`src/rtl/cimt_pkg.sv`:
```
// Purpose: Constants for the charger mask and battery threshold registers
// Assumes: Byte-wide register port from the serial host interface
// Notes:   Offsets are the printed register addresses
package cimt_pkg;
  localparam logic [7:0] CIMT_OFS_MASK_A      = 8'h09;
  localparam logic [7:0] CIMT_OFS_MASK_B      = 8'h0A;
  localparam logic [7:0] CIMT_OFS_THRESH      = 8'h0C;
  localparam logic [7:0] CIMT_RST_MASK_A      = 8'h00;
  localparam logic [7:0] CIMT_RST_MASK_B      = 8'h00;
  localparam logic [7:0] CIMT_RST_THRESH      = 8'h3F;
  localparam logic [7:0] CIMT_WMASK_MASK_A    = 8'hFD;
  localparam logic [7:0] CIMT_WMASK_MASK_B    = 8'hFF;
  localparam logic [7:0] CIMT_WMASK_THRESH    = 8'h3F;
  localparam int         CIMT_GOOD_LSB        = 3;
  localparam int         CIMT_FAST_LSB        = 0;
  localparam int         CIMT_TIMER_BIT       = 0;
  // Threshold codes in millivolts: base plus 100 mV per step
  localparam int         CIMT_GOOD_BASE_MV    = 3000;
  localparam int         CIMT_FAST_BASE_MV    = 2700;
  localparam int         CIMT_STEP_MV         = 100;
endpackage

```
`src/rtl/cimt_top.sv`:
```
// Purpose: Interrupt mask registers and battery threshold control register
// Assumes: Host interface delivers one-cycle byte read and write strobes
// Notes:   Interrupt pin is active low and registered
`timescale 1ns/1ps
`default_nettype none
module cimt_top
(
  input  wire logic        clk_sys_in,
  input  wire logic        rst_in,
  input  wire logic [7:0]  reg_addr_in,
  input  wire logic [7:0]  reg_wdata_in,
  input  wire logic        reg_wr_in,
  input  wire logic        reg_rd_in,
  output logic [7:0]       reg_rdata_out,
  output logic             reg_hit_out,
  input  wire logic [7:0]  event_flags_a_in,
  input  wire logic [7:0]  event_flags_b_in,
  input  wire logic        continuous_timer_bit_in,
  input  wire logic        charge_timer_expired_in,
  output logic             irq_n_out,
  output logic [2:0]       good_batt_threshold_out,
  output logic [2:0]       fast_charge_entry_threshold_out,
  output logic [11:0]      good_batt_mv_out,
  output logic [11:0]      fast_charge_mv_out
);
  import cimt_pkg::*;

  logic [7:0] mask_a_reg;
  logic [7:0] mask_b_reg;
  logic [7:0] thresh_reg;
  logic [7:0] mask_b_eff;
  logic       req_a;
  logic       req_b;
  logic       wr_a;
  logic       wr_b;
  logic       wr_t;
  logic       timer_clr;

  // Named views of the mask fields
  logic       mask_low_batt_current;
  logic       mask_recharge;
  logic       mask_boost_overvolt;
  logic       mask_boost_thermal_sd;
  logic       mask_boost_fail;
  logic       mask_batt_undervolt;
  logic       mask_batt_low_level;
  logic       mask_topoff_done;
  logic       mask_input_overvolt;
  logic       mask_shorted_batt;
  logic       mask_die_temp;
  logic       mask_batt_temp;
  logic       mask_otg_overcurrent;
  logic       mask_batt_overcurrent;
  logic       mask_timer_expiry;

  // Named views of the latched event flags
  logic       low_batt_current_flag;
  logic       recharge_flag;
  logic       boost_overvolt_flag;
  logic       boost_thermal_sd_flag;
  logic       boost_fail_flag;
  logic       batt_undervolt_flag;
  logic       batt_low_level_flag;
  logic       topoff_done_flag;
  logic       input_overvolt_flag;
  logic       shorted_batt_flag;
  logic       die_temp_flag;
  logic       batt_temp_flag;
  logic       otg_overcurrent_flag;
  logic       batt_overcurrent_flag;
  logic       timer_expiry_flag;
  logic [7:0] flags_a_vec;
  logic [7:0] flags_b_vec;

  assign mask_low_batt_current = mask_a_reg[7];
  assign mask_recharge         = mask_a_reg[6];
  assign mask_boost_overvolt   = mask_a_reg[5];
  assign mask_boost_thermal_sd = mask_a_reg[4];
  assign mask_boost_fail       = mask_a_reg[3];
  assign mask_batt_undervolt   = mask_a_reg[2];
  assign mask_batt_low_level   = mask_a_reg[0];
  assign mask_topoff_done      = mask_b_reg[7];
  assign mask_input_overvolt   = mask_b_reg[6];
  assign mask_shorted_batt     = mask_b_reg[5];
  assign mask_die_temp         = mask_b_reg[4];
  assign mask_batt_temp        = mask_b_reg[3];
  assign mask_otg_overcurrent  = mask_b_reg[2];
  assign mask_batt_overcurrent = mask_b_reg[1];
  assign mask_timer_expiry     = mask_b_reg[0];

  assign low_batt_current_flag = event_flags_a_in[7];
  assign recharge_flag         = event_flags_a_in[6];
  assign boost_overvolt_flag   = event_flags_a_in[5];
  assign boost_thermal_sd_flag = event_flags_a_in[4];
  assign boost_fail_flag       = event_flags_a_in[3];
  assign batt_undervolt_flag   = event_flags_a_in[2];
  assign batt_low_level_flag   = event_flags_a_in[0];
  assign topoff_done_flag      = event_flags_b_in[7];
  assign input_overvolt_flag   = event_flags_b_in[6];
  assign shorted_batt_flag     = event_flags_b_in[5];
  assign die_temp_flag         = event_flags_b_in[4];
  assign batt_temp_flag        = event_flags_b_in[3];
  assign otg_overcurrent_flag  = event_flags_b_in[2];
  assign batt_overcurrent_flag = event_flags_b_in[1];
  assign timer_expiry_flag     = event_flags_b_in[0];

  // Bit 1 has no event of its own and no mask; passed through as is
  assign flags_a_vec = {low_batt_current_flag, recharge_flag, boost_overvolt_flag,
                        boost_thermal_sd_flag, boost_fail_flag, batt_undervolt_flag,
                        event_flags_a_in[1], batt_low_level_flag};
  assign flags_b_vec = {topoff_done_flag, input_overvolt_flag, shorted_batt_flag,
                        die_temp_flag, batt_temp_flag, otg_overcurrent_flag,
                        batt_overcurrent_flag, timer_expiry_flag};

  assign wr_a = reg_wr_in && (reg_addr_in == CIMT_OFS_MASK_A);
  assign wr_b = reg_wr_in && (reg_addr_in == CIMT_OFS_MASK_B);
  assign wr_t = reg_wr_in && (reg_addr_in == CIMT_OFS_THRESH);
  assign timer_clr = !continuous_timer_bit_in && charge_timer_expired_in;

  always_ff @(posedge clk_sys_in)
  begin
    if (rst_in)
      mask_a_reg <= CIMT_RST_MASK_A;
    else if (wr_a)
      mask_a_reg <= reg_wdata_in & CIMT_WMASK_MASK_A;
  end

  // Hardware clear wins over a simultaneous host write of the timer bit
  always_ff @(posedge clk_sys_in)
  begin
    if (rst_in)
      mask_b_reg <= CIMT_RST_MASK_B;
    else
    begin
      if (wr_b)
        mask_b_reg <= reg_wdata_in & CIMT_WMASK_MASK_B;
      if (timer_clr)
        mask_b_reg[CIMT_TIMER_BIT] <= 1'b0;
    end
  end

  always_ff @(posedge clk_sys_in)
  begin
    if (rst_in)
      thresh_reg <= CIMT_RST_THRESH;
    else if (wr_t)
      thresh_reg <= reg_wdata_in & CIMT_WMASK_THRESH;
  end

  always_comb
  begin
    mask_b_eff = mask_b_reg;
    mask_b_eff[CIMT_TIMER_BIT] = mask_b_reg[CIMT_TIMER_BIT] && continuous_timer_bit_in;
  end

  cimt_irq_gate #(.W(8)) u_gate_a (
    .flags_in (flags_a_vec),
    .masks_in (mask_a_reg),
    .req_out  (req_a)
  );

  cimt_irq_gate #(.W(8)) u_gate_b (
    .flags_in (flags_b_vec),
    .masks_in (mask_b_eff),
    .req_out  (req_b)
  );

  always_ff @(posedge clk_sys_in)
  begin
    if (rst_in)
      irq_n_out <= 1'b1;
    else
      irq_n_out <= !(req_a || req_b);
  end

  always_ff @(posedge clk_sys_in)
  begin
    if (rst_in)
    begin
      reg_rdata_out <= 8'h00;
      reg_hit_out   <= 1'b0;
    end
    else if (reg_rd_in)
    begin
      reg_hit_out <= 1'b1;
      unique case (reg_addr_in)
        CIMT_OFS_MASK_A:
          reg_rdata_out <= {mask_low_batt_current, mask_recharge, mask_boost_overvolt,
                            mask_boost_thermal_sd, mask_boost_fail, mask_batt_undervolt,
                            1'b0, mask_batt_low_level};
        CIMT_OFS_MASK_B:
          reg_rdata_out <= {mask_topoff_done, mask_input_overvolt, mask_shorted_batt,
                            mask_die_temp, mask_batt_temp, mask_otg_overcurrent,
                            mask_batt_overcurrent, mask_timer_expiry};
        CIMT_OFS_THRESH: reg_rdata_out <= thresh_reg;
        default:
        begin
          reg_rdata_out <= 8'h00;
          reg_hit_out   <= 1'b0;
        end
      endcase
    end
    else
      reg_hit_out <= 1'b0;
  end

  assign good_batt_threshold_out         = thresh_reg[CIMT_GOOD_LSB +: 3];
  assign fast_charge_entry_threshold_out = thresh_reg[CIMT_FAST_LSB +: 3];
  assign good_batt_mv_out = 12'(CIMT_GOOD_BASE_MV
                              + CIMT_STEP_MV * int'(thresh_reg[CIMT_GOOD_LSB +: 3]));
  assign fast_charge_mv_out = 12'(CIMT_FAST_BASE_MV
                                + CIMT_STEP_MV * int'(thresh_reg[CIMT_FAST_LSB +: 3]));
endmodule
`default_nettype wire

```
`src/rtl/cimt_irq_gate.sv`:
```
// Purpose: Gate latched event flags with mask bits onto an interrupt request
// Assumes: Flags and masks are synchronous to the system clock
// Notes:   Any unmasked set flag asserts the request
`timescale 1ns/1ps
`default_nettype none
module cimt_irq_gate #(
  parameter int W = 8
) (
  input  wire logic [W-1:0] flags_in,
  input  wire logic [W-1:0] masks_in,
  output logic              req_out
);
  assign req_out = |(flags_in & ~masks_in);
endmodule
`default_nettype wire

```
`config.mk`:
```
export PLATFORM = sky130hd
export DESIGN_NAME = cimt_top
export DESIGN_NICKNAME = d
export VERILOG_FILES = /design/src/rtl/cimt_pkg.sv /design/src/rtl/cimt_top.sv /design/src/rtl/cimt_irq_gate.sv
export SDC_FILE = /design/constraint.sdc
export NUM_CORES = 1
export LEC_CHECK = 0
export ABC_AREA = 1
export BUFFER_PORTS_ARGS = -buffer_cell sky130_fd_sc_hd__buf_2
export CAP_MARGIN = 15
export CORE_ASPECT_RATIO = 2
export CORE_MARGIN = 4
export CORE_UTILIZATION = 27
export CTS_BUF_LIST = sky130_fd_sc_hd__clkbuf_4 sky130_fd_sc_hd__clkbuf_8
export CTS_CLUSTER_DIAMETER = 50
export DETAILED_ROUTE_END_ITERATION = 16
export SLEW_MARGIN = 40
export SYNTH_ARGS = -nofsm -noshare
export SYNTH_HDL_FRONTEND = slang
export SYNTH_SLANG_ARGS = --single-unit
```
`constraint.sdc`:
```
create_clock -name clk_sys_in -period 2 [get_ports clk_sys_in]
set_input_delay 0.4 -clock clk_sys_in [delete_from_list [all_inputs] [get_ports clk_sys_in]]
set_output_delay 0.4 -clock clk_sys_in [all_outputs]
set_load 0.02 [all_outputs]
```
# ---- Word-level counts from Yosys, hierarchy flattened
# Cells that the tools add are included.
dict set report word_totals {
  reg_bits 31
  output_inout_bits 40
  word_cells 34
}
dict set report op_classes {
  add_sub_neg 2
  multipliers 2
  n_eq_ne 3
  mux 2
  n_bitwise 5
  reduce_logical 13
}
# op n
set ops {}
lappend ops {{adder 12 x 10 -> 12 bit, first input constant} 2}
lappend ops {{equality test 8 x 4 -> 1 bit, second input constant} 3}
lappend ops {{case mux 8 bit (3 select lines)} 1}
lappend ops {{bitwise AND 8 bit} 2}
lappend ops {{multiplier 5 x 3 -> 8 bit, first input constant} 2}
lappend ops {{NOT 8 bit} 2}
lappend ops {{OR reduction 8 bit} 2}
lappend ops {{logical AND 1 bit} 5}
lappend ops {{OR reduction 2 bit} 2}
lappend ops {{OR reduction 3 bit} 1}
lappend ops {{logical NOT 1 bit} 2}
lappend ops {{logical OR 1 bit} 1}
lappend ops {{2-to-1 mux 1 bit} 1}
lappend ops {{NOT 1 bit} 1}

# ---- Logic depth before layout (Yosys ltp)
# Gate-level depths: netlist of run 1.
dict set report depth {
  word_depth 6
  depth_mapped 9
}

# ---- Modules after synthesis
# A second synthesis of run 1 with hierarchy kept.
dict set report unflattened {
  hier_cells 301
  area_unflattened_um2 2072.0
}
# mod instances cells_per_inst area_per_inst_um2 seq_area_each_um2
set by_module_without_submodules {}
lappend by_module_without_submodules {cimt_top 1 255 1899.3 620.6}
lappend by_module_without_submodules {cimt_irq_gate 2 23 86.3 0.0}

# ---- Worst setup path before layout of run 1
# Ideal clock, no wire load.
dict set report synth_path {
  path_type {reg2out}
  start {register thresh_reg[4]}
  end {output good_batt_mv_out[10]}
  arrival_time_ns 2.164
  t_required_ns 1.600
  slack_ns -0.564
  path_stages_with_launch 7
  n_path_buf 0
  cell_sequence {dfxtp_1 > inv_1 > ha_1 > ha_1 > inv_1 > nand3_1 > o31ai_1}
}
dict set report synth_via {
  elab_chain_cells 2
}
# element line
set synth_rtl {}
lappend synth_rtl {{from (decl)} cimt_top.sv:30} ;# logic [7:0] thresh_reg;
lappend synth_rtl {{from (signal assigned)} cimt_top.sv:147} ;# thresh_reg <= reg_wdata_in & CIMT_WMASK_THRESH;
lappend synth_rtl {{multiplier 5 x 3 -> 8 bit} cimt_top.sv:210} ;# + CIMT_STEP_MV * int'(thresh_reg[CIMT_GOOD_LSB +: 3]));
lappend synth_rtl {{adder 12 x 10 -> 12 bit} cimt_top.sv:210}
lappend synth_rtl {{to (decl)} cimt_top.sv:23} ;# output logic [11:0] good_batt_mv_out,
# Every way passes these cells.

# ---- Final worst setup path of run 1
dict set report layout_path {
  start {register thresh_reg[4]}
  end {output good_batt_mv_out[8]}
}
# Same word-level chain as after synthesis.

==> out/summary.txt, run 1 <==
Status: finished, violations left
Failing checks: negative setup slack
Power Density: 438.5 nW/um^2
Via count: 2069
Max FO, Critical Path: 4
N_diodes: 0
Clock transition at path regs: 0.07 ns
Initial core utilization: 28.13%
Drt drc: 0
Synth Instances: 283
CTS buffer count: 5
Post-route ant nets: 0
Setup TNS: -0.6900 ns
WP data arrival: 1.76 ns
TritonCTS sink count: 31
Routed wire length per instance: 12.61 um
Top cells by area, synth: dfxtp_1, nand3_1, nand2_1
Nets@finish: 422
Die height: 131.5 um
Hold/Removal Path Class: primary input to register
DR pass1 iterations: 4
Synth top area share: 30.13%
Post-Place Cells: 450
Share of cells above drive strength 1: 42.16%
Synth async-reset ratio: 0%
Max Clk Rate: 462.0 MHz
Vias in the first global route: 2050
Crit start category: register
Placeable Area: 7322 um^2
Worst-Skew Late Latency: 0.29 ns
Post-synth top area cell: dfxtp_1
Drt via density: 4.478
Largest net degree at the start of global routing: 21
Final hold viol count: 0
Total gr overflow: 0
Number of synthesized register bits: 31
Count of different cell masters after synthesis: 29
Worst vdd ir: 0.2403 mV
H-tree Lvls: 2
Dpl hpwl: 4.708 mm
Top cells by count, synth: nand2_1, nand3_1, inv_1, dfxtp_1, a21oi_1
# Max-Cap Violations: 0
Fin cells: 462
Number of flops mapped to enable cells by yosys: 0
Tot GR Track Use: 12.90%
Final worst slack: -0.1647 ns
Skew final: 0.006858 ns
Slew at the pin with the worst max-slew slack: 0.5118 ns
Avg Cell Area, Syn: 7.277 um^2
WP data required: 1.60 ns
Die area: 9173 um^2
Final-report setup violation count: 7
Slew margin rel.: 65.75%
P_leak: 1.463 nW
Syn-to-layout area delta: 46.78%
Syn. warnings: 0
CTS Root Cell: clkbuf_8
Std-Cell Rows: 44
Placed inst area: 2681 um^2
Sequential area share after synthesis: 30.13%
Kind of critical path: register to primary output
Mapped Area: 2059 um^2
CTS tree: done
DRT iter0 DRCs: 35
Period minus WS final: 2.165 ns
Port Buffer Count: 71
Synth Flop Type: dfxtp_1
Pre-CTS setup slack: -0.02221 ns
First-pass GRT wire length: 9.653 mm
CP Capture Type: primary output
Period utilization: 108.2%
Routability cong.: 0.7979
RSZ-0062 raised after global routing: yes
Max-slew violations: 0
Max clock buf depth: 2
Die Wd: 69.76 um
Initial antenna violation count: 0
Hold slack: 0.3509 ns
Cell area after layout: 3023 um^2
WL final: 5.826 mm
Most numerous cell in the Yosys netlist: nand2_1
CTS Hold Bufs: 0
Ports: 78
[layout make-up]
class,instances,area [um^2]
clock buffers,7,96.34
clock inverters,1,6.256
fillers,780,4299
inverters,41,163.9
multi-input cells,199,1433
flip-flops and latches,31,638.1
well taps,92,115.1
repair buffers,91,570.5
[power by group]
part	switching [mW]	total (mW)	internal, mW
clock	0.240	0.554	0.314
combinational	0.0956	0.157	0.0614
sequential	0.000912	0.615	0.614
total	0.337	1.33	0.989
[placed cells by master (no fill, tap or decap), drive strengths merged, types with 3 or more instances in the layout]
master	netlist	routed
a21oi	17	17
buf	14	91
clkbuf	2	7
conb	2	6
dfxtp	31	31
ha	15	15
inv	39	40
nand2	56	56
nand3	53	53
nand4	7	7
nor2	13	13
o21ai	17	17
xnor2	3	3
xor2	8	8
[final timing paths]
kind         slack (ns)        startpoint  depth (start not counted)                  end
max               -0.16     thresh_reg[4]                          8  good_batt_mv_out[8]
min                0.35            rst_in                          2        mask_b_reg[7]
max reg2reg        0.99     thresh_reg[4]                          5     reg_rdata_out[4]
min reg2reg        0.47  reg_rdata_out[1]                          2     reg_rdata_out[1]
[stage by stage]
stage               power [mW]  util (%)
floorplan               0.7280         -
global placement        0.7803     36.62
detailed placement      0.7816     36.62
CTS                      1.335     40.55
global route             1.376     41.29
finish                   1.326     41.29
[routing by layer]
metal | GRT usage (%) | share of wire [%]
met1 | 12.45 | 35
met2 | 26.12 | 59
met3 | 1.606 | 3.8
met4 | 5.650 | 2.6
met5 | 0 | 0
[critical path, cell delays in order (launching register included)]
cell	delay, ns
dfxtp_4	0.38
inv_6	0.04
ha_4	0.27
ha_4	0.15
xor2_4	0.17
inv_2	0.09
buf_12	0.13
xor2_4	0.14
buf_6	0.12
[cell families (layout without fill, tap and decap cells)]
| logic type | after synthesis | count (layout) | synth area share, % |
|---|---|---|---|
| flops | 31 | 31 | 30.13 |
| xor+xnor | 11 | 11 | 4.678 |
| other cells | 2 | 6 | 0.3647 |
| buf+inv | 57 | 140 | 14.09 |
| fa+ha+maj | 15 | 15 | 9.113 |
| simple gates | 131 | 131 | 32.62 |
| compound gates | 36 | 36 | 8.992 |
[what timing repair did]
action	CTS	global route
pin swaps	12	2
endpoints found under the setup margin	9	9
setup buffers	3	1
cloned	0	0
resized for setup	38	14
Power figures use the tool's default switching activity.
==> inputs of run 2 (changes only) <==
- CELL_PAD_IN_SITES_DETAIL_PLACEMENT: not set -> 0
- CELL_PAD_IN_SITES_GLOBAL_PLACEMENT: not set -> 2
- CORE_UTILIZATION: 27 -> 24
- GPL_TIMING_DRIVEN: not set -> 0
- PLACE_DENSITY: not set -> 0.75
==> run 2 against run 1 <==
Via count increased by 1.5%. Cell area increased by 2.0%. Cell count increased by 3.0%. Core utilization decreased by 4.4 points. Setup slack got worse by 0.010 ns. Register-to-register slack got worse by 0.02 ns. Sequential cell count unchanged. The run still ends with negative setup slack left. Critical path depth unchanged. Largest power group unchanged. Die area increased by 11%.
==> out/summary.txt, run 2 (synthesis gave the netlist of run 1 again) <==
Hold/Removal Path Class: primary input to register
Die Wd: 73.50 um (+5.4%)
Die area: 10220 um^2 (+11%)
Ports: 78 (unchanged)
Most frequent cells in the layout: buf_2, nand3_1, nand2_1
Register area: 640.6 um^2 (+0.39%)
Nets@finish: 430 (+1.9%)
Placeable Area: 8351 um^2 (+14%)
N_diodes: 0 (unchanged)
CP Capture Type: primary output
RSZ-0062 raised after global routing: yes
# Max-Cap Violations: 0 (unchanged)
Overall power: 1.298 mW (-2.1%)
Failing checks: negative setup slack
Routed wire length per instance: 13.58 um (+7.7%)
Initial antenna violation count: 0 (unchanged)
Post-route ant nets: 0 (unchanged)
Hold slack: 0.3450 ns (-0.005959 ns)
Slew at the pin with the worst max-slew slack: 0.5087 ns (-0.003089 ns)
Std-Cell Rows: 47 (+6.8%)
Syn-to-layout area delta: 49.76%
CTS tree: done
Initial core utilization: 24.66% (-3.5 points)
Largest net degree at the start of global routing: 11 (-48%)
Drt drc: 0 (unchanged)
Critical R2R Capture: reg_rdata_out[2]
Slew margin rel.: 66.09% (+0.33 points)
Reg2Reg Depth: 6 (+1)
Kind of critical path: register to primary output
Final worst slack: -0.1752 ns (-0.01048 ns)
Fill cell count: 911 (+17%)
Min-Delay Path Depth: 2 (unchanged)
Max Clk Rate: 459.7 MHz (-0.48%)
Most common cell after layout, fill and taps aside: buf_2
Die height: 139.0 um (+5.7%)
Final-report setup violation count: 7 (unchanged)
Total gr overflow: 0 (unchanged)
Share of cells above drive strength 1: 41.80% (-0.36 points)
Worst Setup SP: thresh_reg[5]
Drt via density: 4.412 (-1.5%)
WL final: 6.466 mm (+11%)
Crit start category: register
First-pass GRT wire length: 10.64 mm (+10%)
R2R Path Start: thresh_reg[2]
H-tree Lvls: 2 (unchanged)
Power Density: 420.9 nW/um^2 (-4.0%)
Footprint of the multi-input gates: 1416 um^2 (-1.1%)
Period utilization: 108.8% (+0.52 points)
Worst-Skew Late Latency: 0.29 ns (about the same)
CTS Root Cell: clkbuf_8
CTS Hold Bufs: 0 (unchanged)
P_leak: 1.507 nW (+3.0%)
Skew final: 0.005254 ns (-0.001604 ns)
Worst R2R Setup Slack: 0.97 ns (-0.02 ns)
Hold Crit Endpoint: mask_b_reg[7]
Period minus WS final: 2.175 ns (+0.01048 ns)
Dpl hpwl: 5.286 mm (+12%)
Max clock buf depth: 2 (unchanged)
Setup TNS: -0.8000 ns (-0.1100 ns)
Tot GR Track Use: 13.34% (+0.44 points)
DRT iter0 DRCs: 33 (-5.7%)
Routability cong.: 0.8000 (+0.26%)
CTS buffer count: 5 (unchanged)
Clock transition at path regs: 0.06 ns (about the same)
Worst vdd ir: 0.3526 mV (+47%)
WP data arrival: 1.78 ns (+0.02 ns)
Util after Layout: 36.93% (-4.4 points)
Via count: 2100 (+1.5%)
Max-slew violations: 0 (unchanged)
Port Buffer Count: 70 (-1.4%)
Status: finished, violations left
Hold_sp: rst_in
Final hold viol count: 0 (unchanged)
WP data required: 1.60 ns (about the same)
Vias in the first global route: 2190 (+6.8%)
TritonCTS sink count: 31 (unchanged)
Max FO, Critical Path: 3 (-1)
DR pass1 iterations: 5 (+1)
run 2: cell count changes in the layout (fill, tap and decap cells not counted), sizes merged:
cell | before | now
clkbuf | 7 | 9
buf | 91 | 97
inv | 40 | 39
clkinv | 2 | 3
run 2: metrics by stage:
stage / instance area [um^2] / cells / setup WS [ns]
after global placement: 2688 / 455 / -0.1092
final: 3084 / 476 / -0.1752
after detailed placement: 2688 / 455 / -0.1211
after global routing: 3084 / 476 / -0.2276
after CTS: 2997 / 473 / -0.1777
after floorplan: 2215 / 287 / 0.001588
run 2: routing by layer:
metal  global-route usage [%]  vias to the layer above  wire (um)
li1                         -                     1091          -
met1                    12.74                      940       2209
met2                    26.59                       59       3824
met3                    1.524                       10        284
met4                    5.540                        0        146
met5                        0                        -          0
run 2: power breakdown:
part / switching, mW / total (mW) / leakage, nW / internal [mW]
Clock: 0.246 / 0.517 / 0.0491 / 0.271
Sequential: 0.00114 / 0.614 / 0.249 / 0.613
Combinational: 0.0988 / 0.167 / 1.21 / 0.0682
Total: 0.346 / 1.30 / 1.51 / 0.952
run 2: worst max-delay path by stage:
stage	depth (start not counted)	slack, ns	endpoint
after floorplan	7	0.002	fast_charge_mv_out[9]
after global placement	8	-0.11	good_batt_mv_out[8]
after detailed placement	8	-0.12	good_batt_mv_out[8]
after CTS	8	-0.18	good_batt_mv_out[9]
after global routing	8	-0.23	good_batt_mv_out[9]
final	8	-0.18	good_batt_mv_out[9]
run 2: layout make-up:
type	count	area share, %
Multi-Input combinational cell	199	45.92
Buffer	16	4.422
Tap cell	98	3.976
Sequential cell	31	20.77
Timing Repair Buffer	83	16.47
Inverter	41	5.558
Clock buffer	7	2.718
Clock inverter	1	0.1623
run 2: what timing repair did:
action	CTS	global route
endpoints found under the setup margin	8	9
resized for setup	41	15
buffers inserted	10	4
pin swaps	12	2
run 2: critical path, stage by stage (launching register included):
cell	delay (ns)
dfxtp_4	0.36
inv_4	0.05
ha_4	0.24
ha_4	0.17
xor2_4	0.19
inv_4	0.10
nand3_4	0.09
xnor2_4	0.13
buf_6	0.14
